`src/vif_defs.svh`:
```
// Purpose: offsets, field positions, reset values of the flag control block
// Assumes: 32-bit register words on an AHB-Lite slave, byte addresses
// Notes: definitions only
`ifndef VIF_DEFS_SVH
`define VIF_DEFS_SVH

`define OFS_CTRL 8'h00
`define OFS_FLAGS 8'h04
`define OFS_CMD 8'h08
`define OFS_POP_IMAGE 8'h0C
`define OFS_PUSH_IMAGE 8'h10
`define OFS_STATUS 8'h14
`define OFS_MASK 8'h18

// control register fields
`define CTRL_IO_PRIVILEGE_LEVEL_LO 0
`define CTRL_IO_PRIVILEGE_LEVEL_HI 1
`define CTRL_VIP_BIT 2
`define CTRL_PVI_BIT 3
`define CTRL_CPL3_BIT 4

// flags register fields
`define FLAGS_IF_BIT 0
`define FLAGS_VIF_BIT 1

// command register fields
`define CMD_OP_LO 0
`define CMD_OP_HI 3
`define CMD_GATE_BIT 4

// status and mask fields
`define ST_DONE_BIT 0
`define ST_FAULT_BIT 1
`define ST_PUSH_BIT 2
`define ST_WIDTH 3

// bit positions inside a flags image on the stack
`define IMG_IF_POS 9
`define IMG_VIF_POS 19

// reset values
`define CTRL_RESET 5'h00
`define FLAGS_RESET 2'h0
`define CMD_RESET 5'h00
`define IMAGE_RESET 32'h0000_0000
`define ST_RESET 3'h0
`define MASK_RESET 3'h0

// privilege level that grants direct control of the interrupt flag
`define IO_PRIVILEGE_LEVEL_FULL 2'h3

`endif

```
`src/vif_pkg.sv`:
```
// Purpose: types shared by the flag control block
// Assumes: nothing beyond the definitions header
// Notes: opcode values are the ones software writes into the command word
package vif_pkg;

    typedef enum logic [3:0]
    {
        OP_CLEAR_IF = 4'h0,
        OP_SET_IF = 4'h1,
        OP_PUSH_16 = 4'h2,
        OP_PUSH_32 = 4'h3,
        OP_POP_16 = 4'h4,
        OP_POP_32 = 4'h5,
        OP_SOFT_INT = 4'h6,
        OP_INTERRUPT_RETURN_16_16 = 4'h7,
        OP_INTERRUPT_RETURN_16_32 = 4'h8
    } instr_op_t;

endpackage

```
`src/exec_if.sv`:
```
// Purpose: carries one instruction request and its result between modules
// Assumes: single clock, request is a one-cycle pulse
// Notes: ctrl drives requests, unit answers one cycle later
`timescale 1ns/1ps
`default_nettype none

interface exec_if
    import vif_pkg::*;
    #(parameter int FLAG_WIDTH = 32);
    logic req_valid;
    instr_op_t op;
    logic gate;
    logic [1:0] io_privilege_level;
    logic virtual_interrupt_pending;
    logic mode_on;
    logic if_in;
    logic vif_in;
    logic [FLAG_WIDTH-1:0] pop_img;
    logic res_valid;
    logic res_if;
    logic res_vif;
    logic res_fault;
    logic res_push;
    logic [FLAG_WIDTH-1:0] push_img;

    modport ctrl
    (
        output req_valid, op, gate, io_privilege_level, virtual_interrupt_pending, mode_on, if_in, vif_in,
        output pop_img,
        input res_valid, res_if, res_vif, res_fault, res_push, push_img
    );
    modport unit
    (
        input req_valid, op, gate, io_privilege_level, virtual_interrupt_pending, mode_on, if_in, vif_in,
        input pop_img,
        output res_valid, res_if, res_vif, res_fault, res_push, push_img
    );
endinterface

`default_nettype wire

```
`src/flag_exec.sv`:
```
// Purpose: decides the effect of one flag instruction on both flags
// Assumes: request inputs are stable in the cycle of req_valid
// Notes: result registered, valid exactly one cycle after the request
`timescale 1ns/1ps
`include "vif_defs.svh"
`default_nettype none

module flag_exec
    import vif_pkg::*;
(
    input wire logic hclk,
    input wire logic hresetn,
    exec_if.unit io
);
    localparam int W = $bits(io.pop_img);

    logic nx_if;
    logic nx_vif;
    logic nx_fault;
    logic nx_push;
    logic [W-1:0] nx_img;
    logic full;

    always_comb
    begin
        full = (io.io_privilege_level == `IO_PRIVILEGE_LEVEL_FULL);
        nx_if = io.if_in;
        nx_vif = io.vif_in;
        nx_fault = 1'b0;
        nx_push = 1'b0;
        // other image bits stay zero: they mean nothing here
        nx_img = '0;
        unique case (io.op)
            OP_CLEAR_IF:
            begin
                if (full || !io.mode_on)
                    nx_if = 1'b0;
                else
                    nx_vif = 1'b0;
            end
            OP_SET_IF:
            begin
                if (full || !io.mode_on)
                    nx_if = 1'b1;
                else if (io.virtual_interrupt_pending)
                    nx_fault = 1'b1;
                else
                    nx_vif = 1'b1;
            end
            OP_PUSH_16:
            begin
                nx_push = 1'b1;
                nx_img[`IMG_IF_POS] = io.if_in;
            end
            OP_PUSH_32:
            begin
                nx_push = 1'b1;
                nx_img[`IMG_IF_POS] = io.if_in;
                // outside the mode the virtual flag is unsupported
                if (io.mode_on)
                    nx_img[`IMG_VIF_POS] = io.vif_in;
            end
            OP_POP_16, OP_INTERRUPT_RETURN_16_16:
                nx_if = io.pop_img[`IMG_IF_POS];
            OP_POP_32:
            begin
                nx_if = io.pop_img[`IMG_IF_POS];
                if (io.mode_on)
                    nx_vif = 1'b0;
            end
            OP_SOFT_INT:
            begin
                nx_push = 1'b1;
                nx_img[`IMG_IF_POS] = io.if_in;
                if (io.gate)
                    nx_if = 1'b0;
            end
            OP_INTERRUPT_RETURN_16_32:
            begin
                nx_if = io.pop_img[`IMG_IF_POS];
                if (io.mode_on)
                    nx_vif = io.pop_img[`IMG_VIF_POS];
            end
            default:
            begin
                nx_if = io.if_in;
            end
        endcase
        // a fault leaves both flags as they were
        if (nx_fault)
        begin
            nx_if = io.if_in;
            nx_vif = io.vif_in;
        end
    end

    always_ff @(posedge hclk or negedge hresetn)
    begin
        if (!hresetn)
            io.res_valid <= 1'b0;
        else
            io.res_valid <= io.req_valid;
    end

    always_ff @(posedge hclk or negedge hresetn)
    begin
        if (!hresetn)
        begin
            io.res_if <= 1'b0;
            io.res_vif <= 1'b0;
            io.res_fault <= 1'b0;
            io.res_push <= 1'b0;
            io.push_img <= '0;
        end
        else if (io.req_valid)
        begin
            io.res_if <= nx_if;
            io.res_vif <= nx_vif;
            io.res_fault <= nx_fault;
            io.res_push <= nx_push;
            io.push_img <= nx_img;
        end
    end

endmodule

`default_nettype wire

```
`src/vif_ctrl_top.sv`:
```
// Purpose: interrupt flag and virtual interrupt flag control, AHB-Lite regs
// Assumes: single 100 MHz clock, one AHB-Lite master, word transfers only
// Notes: reads take one wait state; a command stalls the bus until applied unless a read is taken in its data phase
`timescale 1ns/1ps
`include "vif_defs.svh"
`default_nettype none

// Operation
// - 16-bit flag push in the mode stores the interrupt flag only.
// - 32-bit flag push in the mode also stores the virtual flag.
// - 16-bit pop and return load the interrupt flag, virtual flag kept.
// - 32-bit return in the mode loads the virtual flag from the image.
// - software interrupt pushes the flag, clears it only through a gate.
// - flag bits unsupported in the current mode are ignored.
// - set below level 3 in the mode with pending virtual interrupt faults, no change.
module vif_ctrl_top
    import vif_pkg::*;
#(
    parameter int FLAG_WIDTH = 32
)
(
    input wire logic hclk,
    input wire logic hresetn,
    input wire logic hsel,
    input wire logic [31:0] haddr,
    input wire logic [1:0] htrans,
    input wire logic hwrite,
    input wire logic [2:0] hsize,
    input wire logic [31:0] hwdata,
    input wire logic hready,
    output logic hreadyout,
    output logic hresp,
    output logic [31:0] hrdata,
    output logic irq,
    output logic interrupt_enable_flag,
    output logic virtual_interrupt_flag,
    output logic general_protection_fault
);
    generate
        if (FLAG_WIDTH != 32)
        begin : g_bad_width
            $error("flag image must be one 32-bit bus word");
        end
    endgenerate

    exec_if #(.FLAG_WIDTH(FLAG_WIDTH)) xio ();

    flag_exec u_exec
    (
        .hclk(hclk),
        .hresetn(hresetn),
        .io(xio)
    );

    // bus transfer state
    logic addr_take;
    logic wr_pend_reg;
    logic rd_pend_reg;
    logic [7:0] wr_addr_reg;
    logic [7:0] rd_addr_reg;
    logic word_ok;

    // software visible state
    logic [4:0] ctrl_reg;
    logic [4:0] cmd_reg;
    logic [FLAG_WIDTH-1:0] pop_img_reg;
    logic [FLAG_WIDTH-1:0] push_img_reg;
    logic [`ST_WIDTH-1:0] status_reg;
    logic [`ST_WIDTH-1:0] status_next;
    logic [`ST_WIDTH-1:0] mask_reg;
    logic if_reg;
    logic vif_reg;
    logic req_reg;

    logic wr_ctrl;
    logic wr_flags;
    logic wr_cmd;
    logic wr_pop;
    logic wr_status;
    logic wr_mask;
    logic [31:0] rd_mux;
    logic [`ST_WIDTH-1:0] events;
    logic mode_on;

    // only whole-word writes carry a register; other writes are ignored, reads of any size return one
    assign word_ok = (hsize == 3'h2);
    assign addr_take = hsel && htrans[1] && hready;

    always_ff @(posedge hclk or negedge hresetn)
    begin
        if (!hresetn)
        begin
            wr_pend_reg <= 1'b0;
            rd_pend_reg <= 1'b0;
            wr_addr_reg <= 8'h00;
            rd_addr_reg <= 8'h00;
        end
        else
        begin
            wr_pend_reg <= addr_take && hwrite && word_ok;
            rd_pend_reg <= addr_take && !hwrite;
            if (addr_take)
            begin
                wr_addr_reg <= haddr[7:0];
                rd_addr_reg <= haddr[7:0];
            end
        end
    end

    // addresses above the window are unmapped
    always_comb
    begin
        wr_ctrl = 1'b0;
        wr_flags = 1'b0;
        wr_cmd = 1'b0;
        wr_pop = 1'b0;
        wr_status = 1'b0;
        wr_mask = 1'b0;
        if (wr_pend_reg)
        begin
            unique case (wr_addr_reg)
                `OFS_CTRL: wr_ctrl = 1'b1;
                `OFS_FLAGS: wr_flags = 1'b1;
                `OFS_CMD: wr_cmd = 1'b1;
                `OFS_POP_IMAGE: wr_pop = 1'b1;
                `OFS_STATUS: wr_status = 1'b1;
                `OFS_MASK: wr_mask = 1'b1;
                default: wr_ctrl = 1'b0;
            endcase
        end
    end

    always_comb
    begin
        rd_mux = 32'h0000_0000;
        unique case (rd_addr_reg)
            `OFS_CTRL: rd_mux[4:0] = ctrl_reg;
            `OFS_FLAGS:
            begin
                rd_mux[`FLAGS_IF_BIT] = if_reg;
                rd_mux[`FLAGS_VIF_BIT] = vif_reg;
            end
            `OFS_CMD: rd_mux[4:0] = cmd_reg;
            `OFS_POP_IMAGE: rd_mux = pop_img_reg;
            `OFS_PUSH_IMAGE: rd_mux = push_img_reg;
            `OFS_STATUS: rd_mux[`ST_WIDTH-1:0] = status_reg;
            `OFS_MASK: rd_mux[`ST_WIDTH-1:0] = mask_reg;
            default: rd_mux = 32'h0000_0000;
        endcase
    end

    // read data is loaded in the first data cycle, so a write just ahead
    // of it is already visible
    always_ff @(posedge hclk or negedge hresetn)
    begin
        if (!hresetn)
            hrdata <= 32'h0000_0000;
        else if (rd_pend_reg)
            hrdata <= rd_mux;
    end

    // low for a read's first data cycle, and from a command write
    // until its result is applied; a read taken in the write's data phase ends it a cycle early and sees the old flags
    always_ff @(posedge hclk or negedge hresetn)
    begin
        if (!hresetn)
            hreadyout <= 1'b1;
        else if (addr_take && !hwrite)
            hreadyout <= 1'b0;
        else if (wr_cmd)
            hreadyout <= 1'b0;
        else if (rd_pend_reg || xio.res_valid)
            hreadyout <= 1'b1;
    end

    always_ff @(posedge hclk or negedge hresetn)
    begin
        if (!hresetn)
            hresp <= 1'b0;
        else
            hresp <= 1'b0;
    end

    always_ff @(posedge hclk or negedge hresetn)
    begin
        if (!hresetn)
            ctrl_reg <= `CTRL_RESET;
        else if (wr_ctrl)
            ctrl_reg <= hwdata[4:0];
    end

    always_ff @(posedge hclk or negedge hresetn)
    begin
        if (!hresetn)
            pop_img_reg <= `IMAGE_RESET;
        else if (wr_pop)
            pop_img_reg <= hwdata[FLAG_WIDTH-1:0];
    end

    always_ff @(posedge hclk or negedge hresetn)
    begin
        if (!hresetn)
            mask_reg <= `MASK_RESET;
        else if (wr_mask)
            mask_reg <= hwdata[`ST_WIDTH-1:0];
    end

    // a command write launches one instruction
    always_ff @(posedge hclk or negedge hresetn)
    begin
        if (!hresetn)
        begin
            cmd_reg <= `CMD_RESET;
            req_reg <= 1'b0;
        end
        else
        begin
            req_reg <= wr_cmd;
            if (wr_cmd)
                cmd_reg <= hwdata[4:0];
        end
    end

    assign mode_on = ctrl_reg[`CTRL_PVI_BIT] && ctrl_reg[`CTRL_CPL3_BIT];

    assign xio.req_valid = req_reg;
    assign xio.op = instr_op_t'(cmd_reg[`CMD_OP_HI:`CMD_OP_LO]);
    assign xio.gate = cmd_reg[`CMD_GATE_BIT];
    assign xio.io_privilege_level = ctrl_reg[`CTRL_IO_PRIVILEGE_LEVEL_HI:`CTRL_IO_PRIVILEGE_LEVEL_LO];
    assign xio.virtual_interrupt_pending = ctrl_reg[`CTRL_VIP_BIT];
    assign xio.mode_on = mode_on;
    assign xio.if_in = if_reg;
    assign xio.vif_in = vif_reg;
    assign xio.pop_img = pop_img_reg;

    // the bus is stalled in the cycle before a result lands, so a software write
    // of the flags can never meet one in the same cycle
    always_ff @(posedge hclk or negedge hresetn)
    begin
        if (!hresetn)
        begin
            if_reg <= 1'b0;
            vif_reg <= 1'b0;
        end
        else if (xio.res_valid)
        begin
            if_reg <= xio.res_if;
            vif_reg <= xio.res_vif;
        end
        else if (wr_flags)
        begin
            if_reg <= hwdata[`FLAGS_IF_BIT];
            vif_reg <= hwdata[`FLAGS_VIF_BIT];
        end
    end

    always_ff @(posedge hclk or negedge hresetn)
    begin
        if (!hresetn)
            push_img_reg <= `IMAGE_RESET;
        else if (xio.res_valid && xio.res_push)
            push_img_reg <= xio.push_img;
    end

    always_comb
    begin
        events = '0;
        events[`ST_DONE_BIT] = xio.res_valid;
        events[`ST_FAULT_BIT] = xio.res_valid && xio.res_fault;
        events[`ST_PUSH_BIT] = xio.res_valid && xio.res_push;
    end

    // write-one-to-clear, a new event in the same cycle wins
    always_comb
    begin
        status_next = status_reg;
        if (wr_status)
            status_next = status_next & ~hwdata[`ST_WIDTH-1:0];
        status_next = status_next | events;
    end

    always_ff @(posedge hclk or negedge hresetn)
    begin
        if (!hresetn)
            status_reg <= `ST_RESET;
        else
            status_reg <= status_next;
    end

    always_ff @(posedge hclk or negedge hresetn)
    begin
        if (!hresetn)
            irq <= 1'b0;
        else
            irq <= |(status_next & mask_reg);
    end

    always_ff @(posedge hclk or negedge hresetn)
    begin
        if (!hresetn)
            general_protection_fault <= 1'b0;
        else
            general_protection_fault <= events[`ST_FAULT_BIT];
    end

    // flag outputs mirror the state one cycle behind
    always_ff @(posedge hclk or negedge hresetn)
    begin
        if (!hresetn)
        begin
            interrupt_enable_flag <= 1'b0;
            virtual_interrupt_flag <= 1'b0;
        end
        else
        begin
            interrupt_enable_flag <= if_reg;
            virtual_interrupt_flag <= vif_reg;
        end
    end

endmodule

`default_nettype wire

```
`config.mk`:
```
export PLATFORM = sky130hd
export DESIGN_NAME = vif_ctrl_top
export DESIGN_NICKNAME = d
export VERILOG_FILES = /design/src/vif_pkg.sv /design/src/exec_if.sv /design/src/flag_exec.sv /design/src/vif_ctrl_top.sv
export VERILOG_INCLUDE_DIRS = /design/src /design/src/src
export SDC_FILE = /design/constraint.sdc
export NUM_CORES = 1
export LEC_CHECK = 0
export ABC_CLOCK_PERIOD_IN_PS = 5100
export BUFFER_PORTS_ARGS = -buffer_cell sky130_fd_sc_hd__buf_2
export CORE_UTILIZATION = 52
export DETAILED_ROUTE_END_ITERATION = 12
export GPL_TIMING_DRIVEN = 0
export PLACE_DENSITY_LB_ADDON = 0.08
export SLEW_MARGIN = 20
export SYNTH_ARGS = -nofsm -noshare
export SYNTH_HDL_FRONTEND = slang
export SYNTH_SLANG_ARGS = --single-unit
```
`constraint.sdc`:
```
create_clock -name hclk -period 5.1 [get_ports hclk]
set_clock_uncertainty 0.2 [all_clocks]
set_input_delay 1.02 -clock hclk [delete_from_list [all_inputs] [get_ports hclk]]
set_output_delay 1.02 -clock hclk [all_outputs]
set_load 0.01 [all_outputs]
```
==> summary.md, run 1 <==
| Metric | Value |
|---|---|
| Critical path type | flip-flop to flip-flop |
| Count of hold buffers inserted by post-cts repair | 0 |
| Yosys reg bits | 107 |
| Crit path max-delay cell type | nor4_1 |
| Grt ovf | 0 |
| Slew Limit Fails | 0 |
| Placed cell count | 594 |
| GR Util All Layers | 22.4% |
| Worst-path maximum fanout | 4 |
| Syn Area/Cell | 11.7 µm² |
| FF/Latch Area | 2680 µm² |
| Hold WC Path Type | flip-flop to flip-flop |
| Iter 0 DRT Violations | 134 |
| Final wirelength | 9650 µm |
| Core area | 8720 µm² |
| Worst slew pin tran | 0.700 ns |
| Final number of hold-violating endpoints | 0 |
| DR DRC count | 0 |
| Arrival time worst endpoint | 2.39 ns |
| CTS tree | yes |
| Vias | 3229 |
| Critical path's largest stage delay | 0.61 ns |
| EDFF count, synth | 0 |
| Top cells by area, synth | dfrtp_1 (57%), mux2_4 (9.7%), mux2_2 (6.0%) |
| Top_reg_cell synth | dfrtp_1 |
| ANT nets after route | 0 |
| Core Rows | 34 |
| Leak | 0.00270 µW |
| Clock Path Buffers | 2 |
| Diode count | 0 |
| Critical path data required time | 5.16 ns |
| Most numerous cell in the Yosys netlist | dfrtp_1 |
| Outcome | completed |
| Post-synthesis cell area | 4660 µm² |
| Post-CTS Resized | 0 |
| Sequential share of the synthesized area | 57.5% |
| Die span in y | 96.7 µm |
| Peak Freq | 429 MHz |
| Final net count | 571 |
| Routed vias/inst | 5.29 |
| Pwr per Cell Area | 286 nW/µm² |
| Final std cells w/o fill | 610 |
| Pre-antenna DRT Iters | 6 |
| Setup TNS | 0 ns |
| Syn. warnings | 0 |
| Final Instance Area | 5440 µm² |
| Crit path cell chain | or4_4 > nor4_1 > nand2_1 > a32oi_1 > nand2_1 |
| Asr flop ratio synth | 100% |
| DP HPWL | 6880 µm |
| Die width | 96.7 µm |
| Initial Util | 53.5% |
| Area growth, synth to finish | 16.7% |
| Postcts setup bufs | 0 |
| CP Capture Type | flip-flop |
| Num ports | 112 |
| Number of global-route vias before repair | 3259 |
| MaxCap Viol Count | 0 |
| Final Critical Period | 2.33 ns |
| Area share of the largest cell type after synthesis | 56.9% |
| H-tree level count | 3 |
| Multi-input logic area | 1720 µm² |
| Routed len/inst | 15.8 µm |
| Placed Area | 5260 µm² |
| Skew-Pair Late Insertion Delay | 0.36 ns |
| Initial antenna violation count | 0 |
| Worst slew margin | 52.9% |
| Top cells by count, synth | dfrtp_1 (106), nand2_1 (53), o21ai_0 (44) |
| Layout cell share with drive strength beyond 1 | 33.9% |
| Fill count | 742 |
| Post-Synthesis Cells | 400 |
| I/O Buffers | 85 |
| RD Place Congestion | 0.929 |
| Net Count, Synth | 474 |
| Clock sinks | 107 |
| Clock transition at path regs | 0.10 ns |
| First-pass GRT wire length | 16600 µm |
| Pin count of the biggest net entering global routing | 78 |
| CTS root buf | clkbuf_8 |
| Worst VDD drop | 0.200 mV |
| Endpoints failing setup | 0 |
| Synth area leader | dfrtp_1 |
| CP Launch Type | flip-flop |
| Inserted Clock Buffers | 9 |
| Worst path most repeated cell | nand2_1 |
| Die ar. | 9350 µm² |
| Tcrit/Tclk final | 45.7% |
| Unrepaired setup endpoints after global routing | no |
| Synth cell types | 43 |
==> cell type report <==
cell class | instances | area share, %
multi-input cells | 237 | 31.7
clock buffers | 10 | 2.53
plain buffers | 20 | 2.28
well taps | 108 | 2.48
clock inverters | 6 | 0.897
inverters | 36 | 2.48
flip-flops and latches | 107 | 49.2
repair buffers | 86 | 8.44
==> final timing paths <==
check	slack, ns	start	cells past startpoint	to
min in group asynchronous	0.31	hresetn	1	pop_img_reg[22]
max in group asynchronous	3.70	hresetn	2	hreadyout
hold reg to reg	0.23	req_reg	0	u_exec.io.res_valid
hold / removal	0.23	req_reg	0	u_exec.io.res_valid
setup / recovery	2.77	rd_addr_reg[7]	5	irq
setup reg to reg	2.77	rd_addr_reg[7]	5	irq
==> critical path: cells and delay by family, from the launching register on <==
family,cells,cell delay [ns]
AND/OR/NAND/NOR,4,1.42
flip-flops,1,0.39
AO/OA/AOI/OAI,1,0.23
==> per-layer routing <==
metal	GRT usage, %	part of all wire (%)	vias to the layer above
li1	-	-	1558
met1	30.4	46	1586
met2	36.8	49	77
met3	4.19	3.8	8
met4	6.66	1.1	0
met5	0	0	-
==> cell families after synthesis <==
| logic type | Yosys count | share of synthesized area, % |
|---|---|---|
| DFF | 107 | 57.5 |
| AOI/OAI and AO/OA | 69 | 8.64 |
| muxes | 61 | 17.0 |
| buffers and inverters | 56 | 5.56 |
| other | 1 | 0.0804 |
| and+or+nand+nor | 106 | 11.3 |
==> metrics by stage <==
| step | hold WS [ns] | util [%] | total power (µW) | setup slack [ns] |
|---|---|---|---|---|
| after CTS | 0.229 | 62.4 | 1580 | 2.78 |
| after detailed placement | 0.200 | 60.3 | 1090 | 2.80 |
| after floorplan | 0.178 | - | 1010 | 2.97 |
| after global routing | 0.257 | 62.4 | 1630 | 2.62 |
| after global placement | 0.201 | 59.9 | 1080 | 1.64 |
| final | 0.226 | 62.4 | 1560 | 2.77 |
==> power by group <==
| part | switching (µW) | internal, µW | leakage (µW) |
|---|---|---|---|
| Clock | 291 | 196 | 0.0000908 |
| Sequential | 25.3 | 884 | 0.00135 |
| Combinational | 84.6 | 76.7 | 0.00126 |
| Total | 401 | 1160 | 0.00270 |
==> cells in the final DEF (no fill, tap or decap), types with 7 or more instances in the layout <==
cell type and instances:
nand3_1 11, nor2_1 8, clkbuf_8 10, buf_2 84, clkbuf_1 11, o21ai_0 44
inv_1 36, nor2b_1 7, mux2_2 25, mux2_4 30, nand4_1 7, dfrtp_1 106
nand2_1 53
(Power assumes the default switching activity.)
==> run 2, diff against run 1 <==
--- a/config.mk
+++ b/config.mk
@@ -6,7 +6,7 @@
 export SDC_FILE = /design/constraint.sdc
 export NUM_CORES = 1
 export LEC_CHECK = 0
-export ABC_CLOCK_PERIOD_IN_PS = 5100
+export ABC_CLOCK_PERIOD_IN_PS = 2350
 export BUFFER_PORTS_ARGS = -buffer_cell sky130_fd_sc_hd__buf_2
 export CORE_UTILIZATION = 52
 export DETAILED_ROUTE_END_ITERATION = 12
==> constraint.sdc (replaced) <==
create_clock -name hclk -period 2.35 [get_ports hclk]
set_clock_uncertainty 0.2 [all_clocks]
set_input_delay 0.47 -clock hclk [delete_from_list [all_inputs] [get_ports hclk]]
set_output_delay 0.47 -clock hclk [all_outputs]
set_load 0.01 [all_outputs]
==> run 2 against run 1 <==
Flip-flop and latch count is the same. Global-route usage rose by 0.095 points. Critical path depth unchanged. Sequential share of layout area shrank 1.7 points. Worst hold slack lost 0.13 ns. Die area unchanged. Critical endpoint is now cmd_reg[4].
==> summary.md, run 2 (synthesis results as in run 1) <==
| Metric | Value |
|---|---|
| Number of global-route vias before repair | 3270 |
| Top Family by Delay on Critical Path | simple AND/OR/NAND/NOR gates |
| Core area | 8720 µm² |
| Worst slew pin tran | 0.580 ns |
| Final wirelength | 10100 µm |
| Die width | 96.7 µm |
| GR Util All Layers | 22.5% |
| CP Launch Type | flip-flop |
| Iter 0 DRT Violations | 165 |
| Critical path data required time | 2.40 ns |
| CTS root buf | clkbuf_8 |
| Critical path type | flip-flop to flip-flop |
| First-pass GRT wire length | 16600 µm |
| Outcome | completed |
| Die span in y | 96.7 µm |
| Final net count | 582 |
| Hold WC Path Type | primary input to flip-flop |
| Leak | 0.00278 µW |
| Clock transition at path regs | 0.10 ns |
| Setup TNS | 0 ns |
| Core Rows | 34 |
| Routed len/inst | 16.2 µm |
| CTS tree | yes |
| Reg power frac | 58.1% |
| Worst slew margin | 61.3% |
| Skew-Pair Late Insertion Delay | 0.37 ns |
| Endpoints failing setup | 0 |
| DP HPWL | 6880 µm |
| Num ports | 112 |
| Crit path cell chain | or4_4 > nor3_4 > and3_1 > buf_6 > mux2_4 |
| Slew Limit Fails | 0 |
| DR DRC count | 0 |
| Most frequent cells in the layout | dfrtp_1 (106), buf_2 (84), nand2_1 (53), o21ai_0 (43), inv_1 (36) |
| Buf/Inv on CP | 1 |
| Commonest non-fill, non-tap cell in the layout | dfrtp_1 |
| Layout cell share with drive strength beyond 1 | 36.1% |
| Final Util | 64.6% |
| Die ar. | 9350 µm² |
| Unrepaired setup endpoints after global routing | yes |
| Final Instance Area | 5630 µm² |
| Comb power frac | 10.6% |
| Inserted Clock Buffers | 9 |
| Routed vias/inst | 5.32 |
| Setup ws final | 0.0296 ns |
| Pre-antenna DRT Iters | 4 |
| Final Critical Period | 2.32 ns |
| Vias | 3306 |
| Tcrit/Tclk final | 98.7% |
| Clk pwr share | 31.3% |
| Worst VDD drop | 0.435 mV |
| P_sw | 884 µW |
| Switching Fraction | 26.0% |
| Pint | 2520 µW |
| Peak Freq | 431 MHz |
| I/O Buffers | 85 |
| Final number of hold-violating endpoints | 0 |
| ANT nets after route | 0 |
| Pwr per Cell Area | 604 nW/µm² |
| Pin count of the biggest net entering global routing | 78 |
| Initial Util | 53.5% |
| Arrival time worst endpoint | 2.37 ns |
| Clock sinks | 107 |
| Diode count | 0 |
| MaxCap Viol Count | 0 |
| RD Place Congestion | 0.929 |
| CP Capture Type | flip-flop |
| H-tree level count | 3 |
| Fill count | 726 |
| Pre-CTS setup slack | 0.0454 ns |
| Clock Path Buffers | 2 |
| Area growth, synth to finish | 20.8% |
| Critical path's largest stage delay | 0.58 ns |
| Hold slack | 0.0930 ns |
| Placed Area | 5260 µm² |
| Grt ovf | 0 |
| Worst-path maximum fanout | 7 |
| Crit path max-delay cell type | or4_4 |
| Initial antenna violation count | 0 |
[run 2: changes by cell type in the layout (fill, tap and decap cells not counted), moves of 2 or more]
cell	before	now
mux2_2	25	22
clkbuf_16	0	2
and3_1	3	1
buf_12	0	2
buf_8	0	2
mux2_4	30	33
buf_4	3	8
[run 2: routing by layer]
metal / part of all wire [%] / up-vias / wire (µm) / GRT usage (%)
li1: - / 1583 / - / -
met1: 45 / 1638 / 4570 / 30.4
met2: 49 / 75 / 4980 / 37.1
met3: 4.2 / 10 / 419 / 4.19
met4: 1.2 / 0 / 118 / 6.66
met5: 0 / - / 0 / 0
[run 2: what timing repair did]
item                                   in CTS  in global routing
buffers inserted                            0                  8
gates resized for setup                     0                 15
endpoints found under the hold margin      30                  0
setup endpoints to repair                   0                 45
hold buffers                                1                  0
[run 2: final cells by class]
cell class / count / area [µm²] / area share (%)
Buffer: 20 / 148 / 2.62
Inverter: 36 / 135 / 2.40
Multi-Input combinational cell: 237 / 1760 / 31.2
Clock buffer: 10 / 138 / 2.44
Sequential cell: 107 / 2680 / 47.6
Tap cell: 108 / 135 / 2.40
Clock inverter: 6 / 48.8 / 0.866
Timing Repair Buffer: 97 / 592 / 10.5
[run 2: power groups by stage]
stage	clock, µW	sequential, µW	combinational [µW]
CTS	1100	1970	357
global route	1170	1990	401
detailed placement	0	2010	354
finish	1060	1980	362
floorplan	0	2000	197
global placement	0	2010	340
[run 2: through the flow]
step                      total power, µW  std cells
after CTS                            3430        611
after detailed placement             2360        594
after global routing                 3560        621
after global placement               2350        593
after floorplan                      2200        400
final                                3400        621
[run 2: worst reg2reg max path: cells and delay by family, from the launching register on]
| kind | cells | cell delay, ns |
|---|---|---|
| buffers and inverters | 1 | 0.15 |
| AND/OR/NAND/NOR | 3 | 1.16 |
| flip-flops | 1 | 0.39 |
| multiplexers | 1 | 0.30 |
[run 2: worst paths after layout]
kind	start	to	slack, ns	cells past startpoint
max in group asynchronous	hresetn	hreadyout	0.92	3
max	rd_addr_reg[7]	cmd_reg[4]	0.03	5
min in group asynchronous	hresetn	pop_img_reg[20]	0.36	2
min reg2reg	req_reg	u_exec.io.res_valid	0.23	0
min	hwrite	rd_pend_reg	0.09	2
max reg2reg	rd_addr_reg[7]	cmd_reg[4]	0.03	5
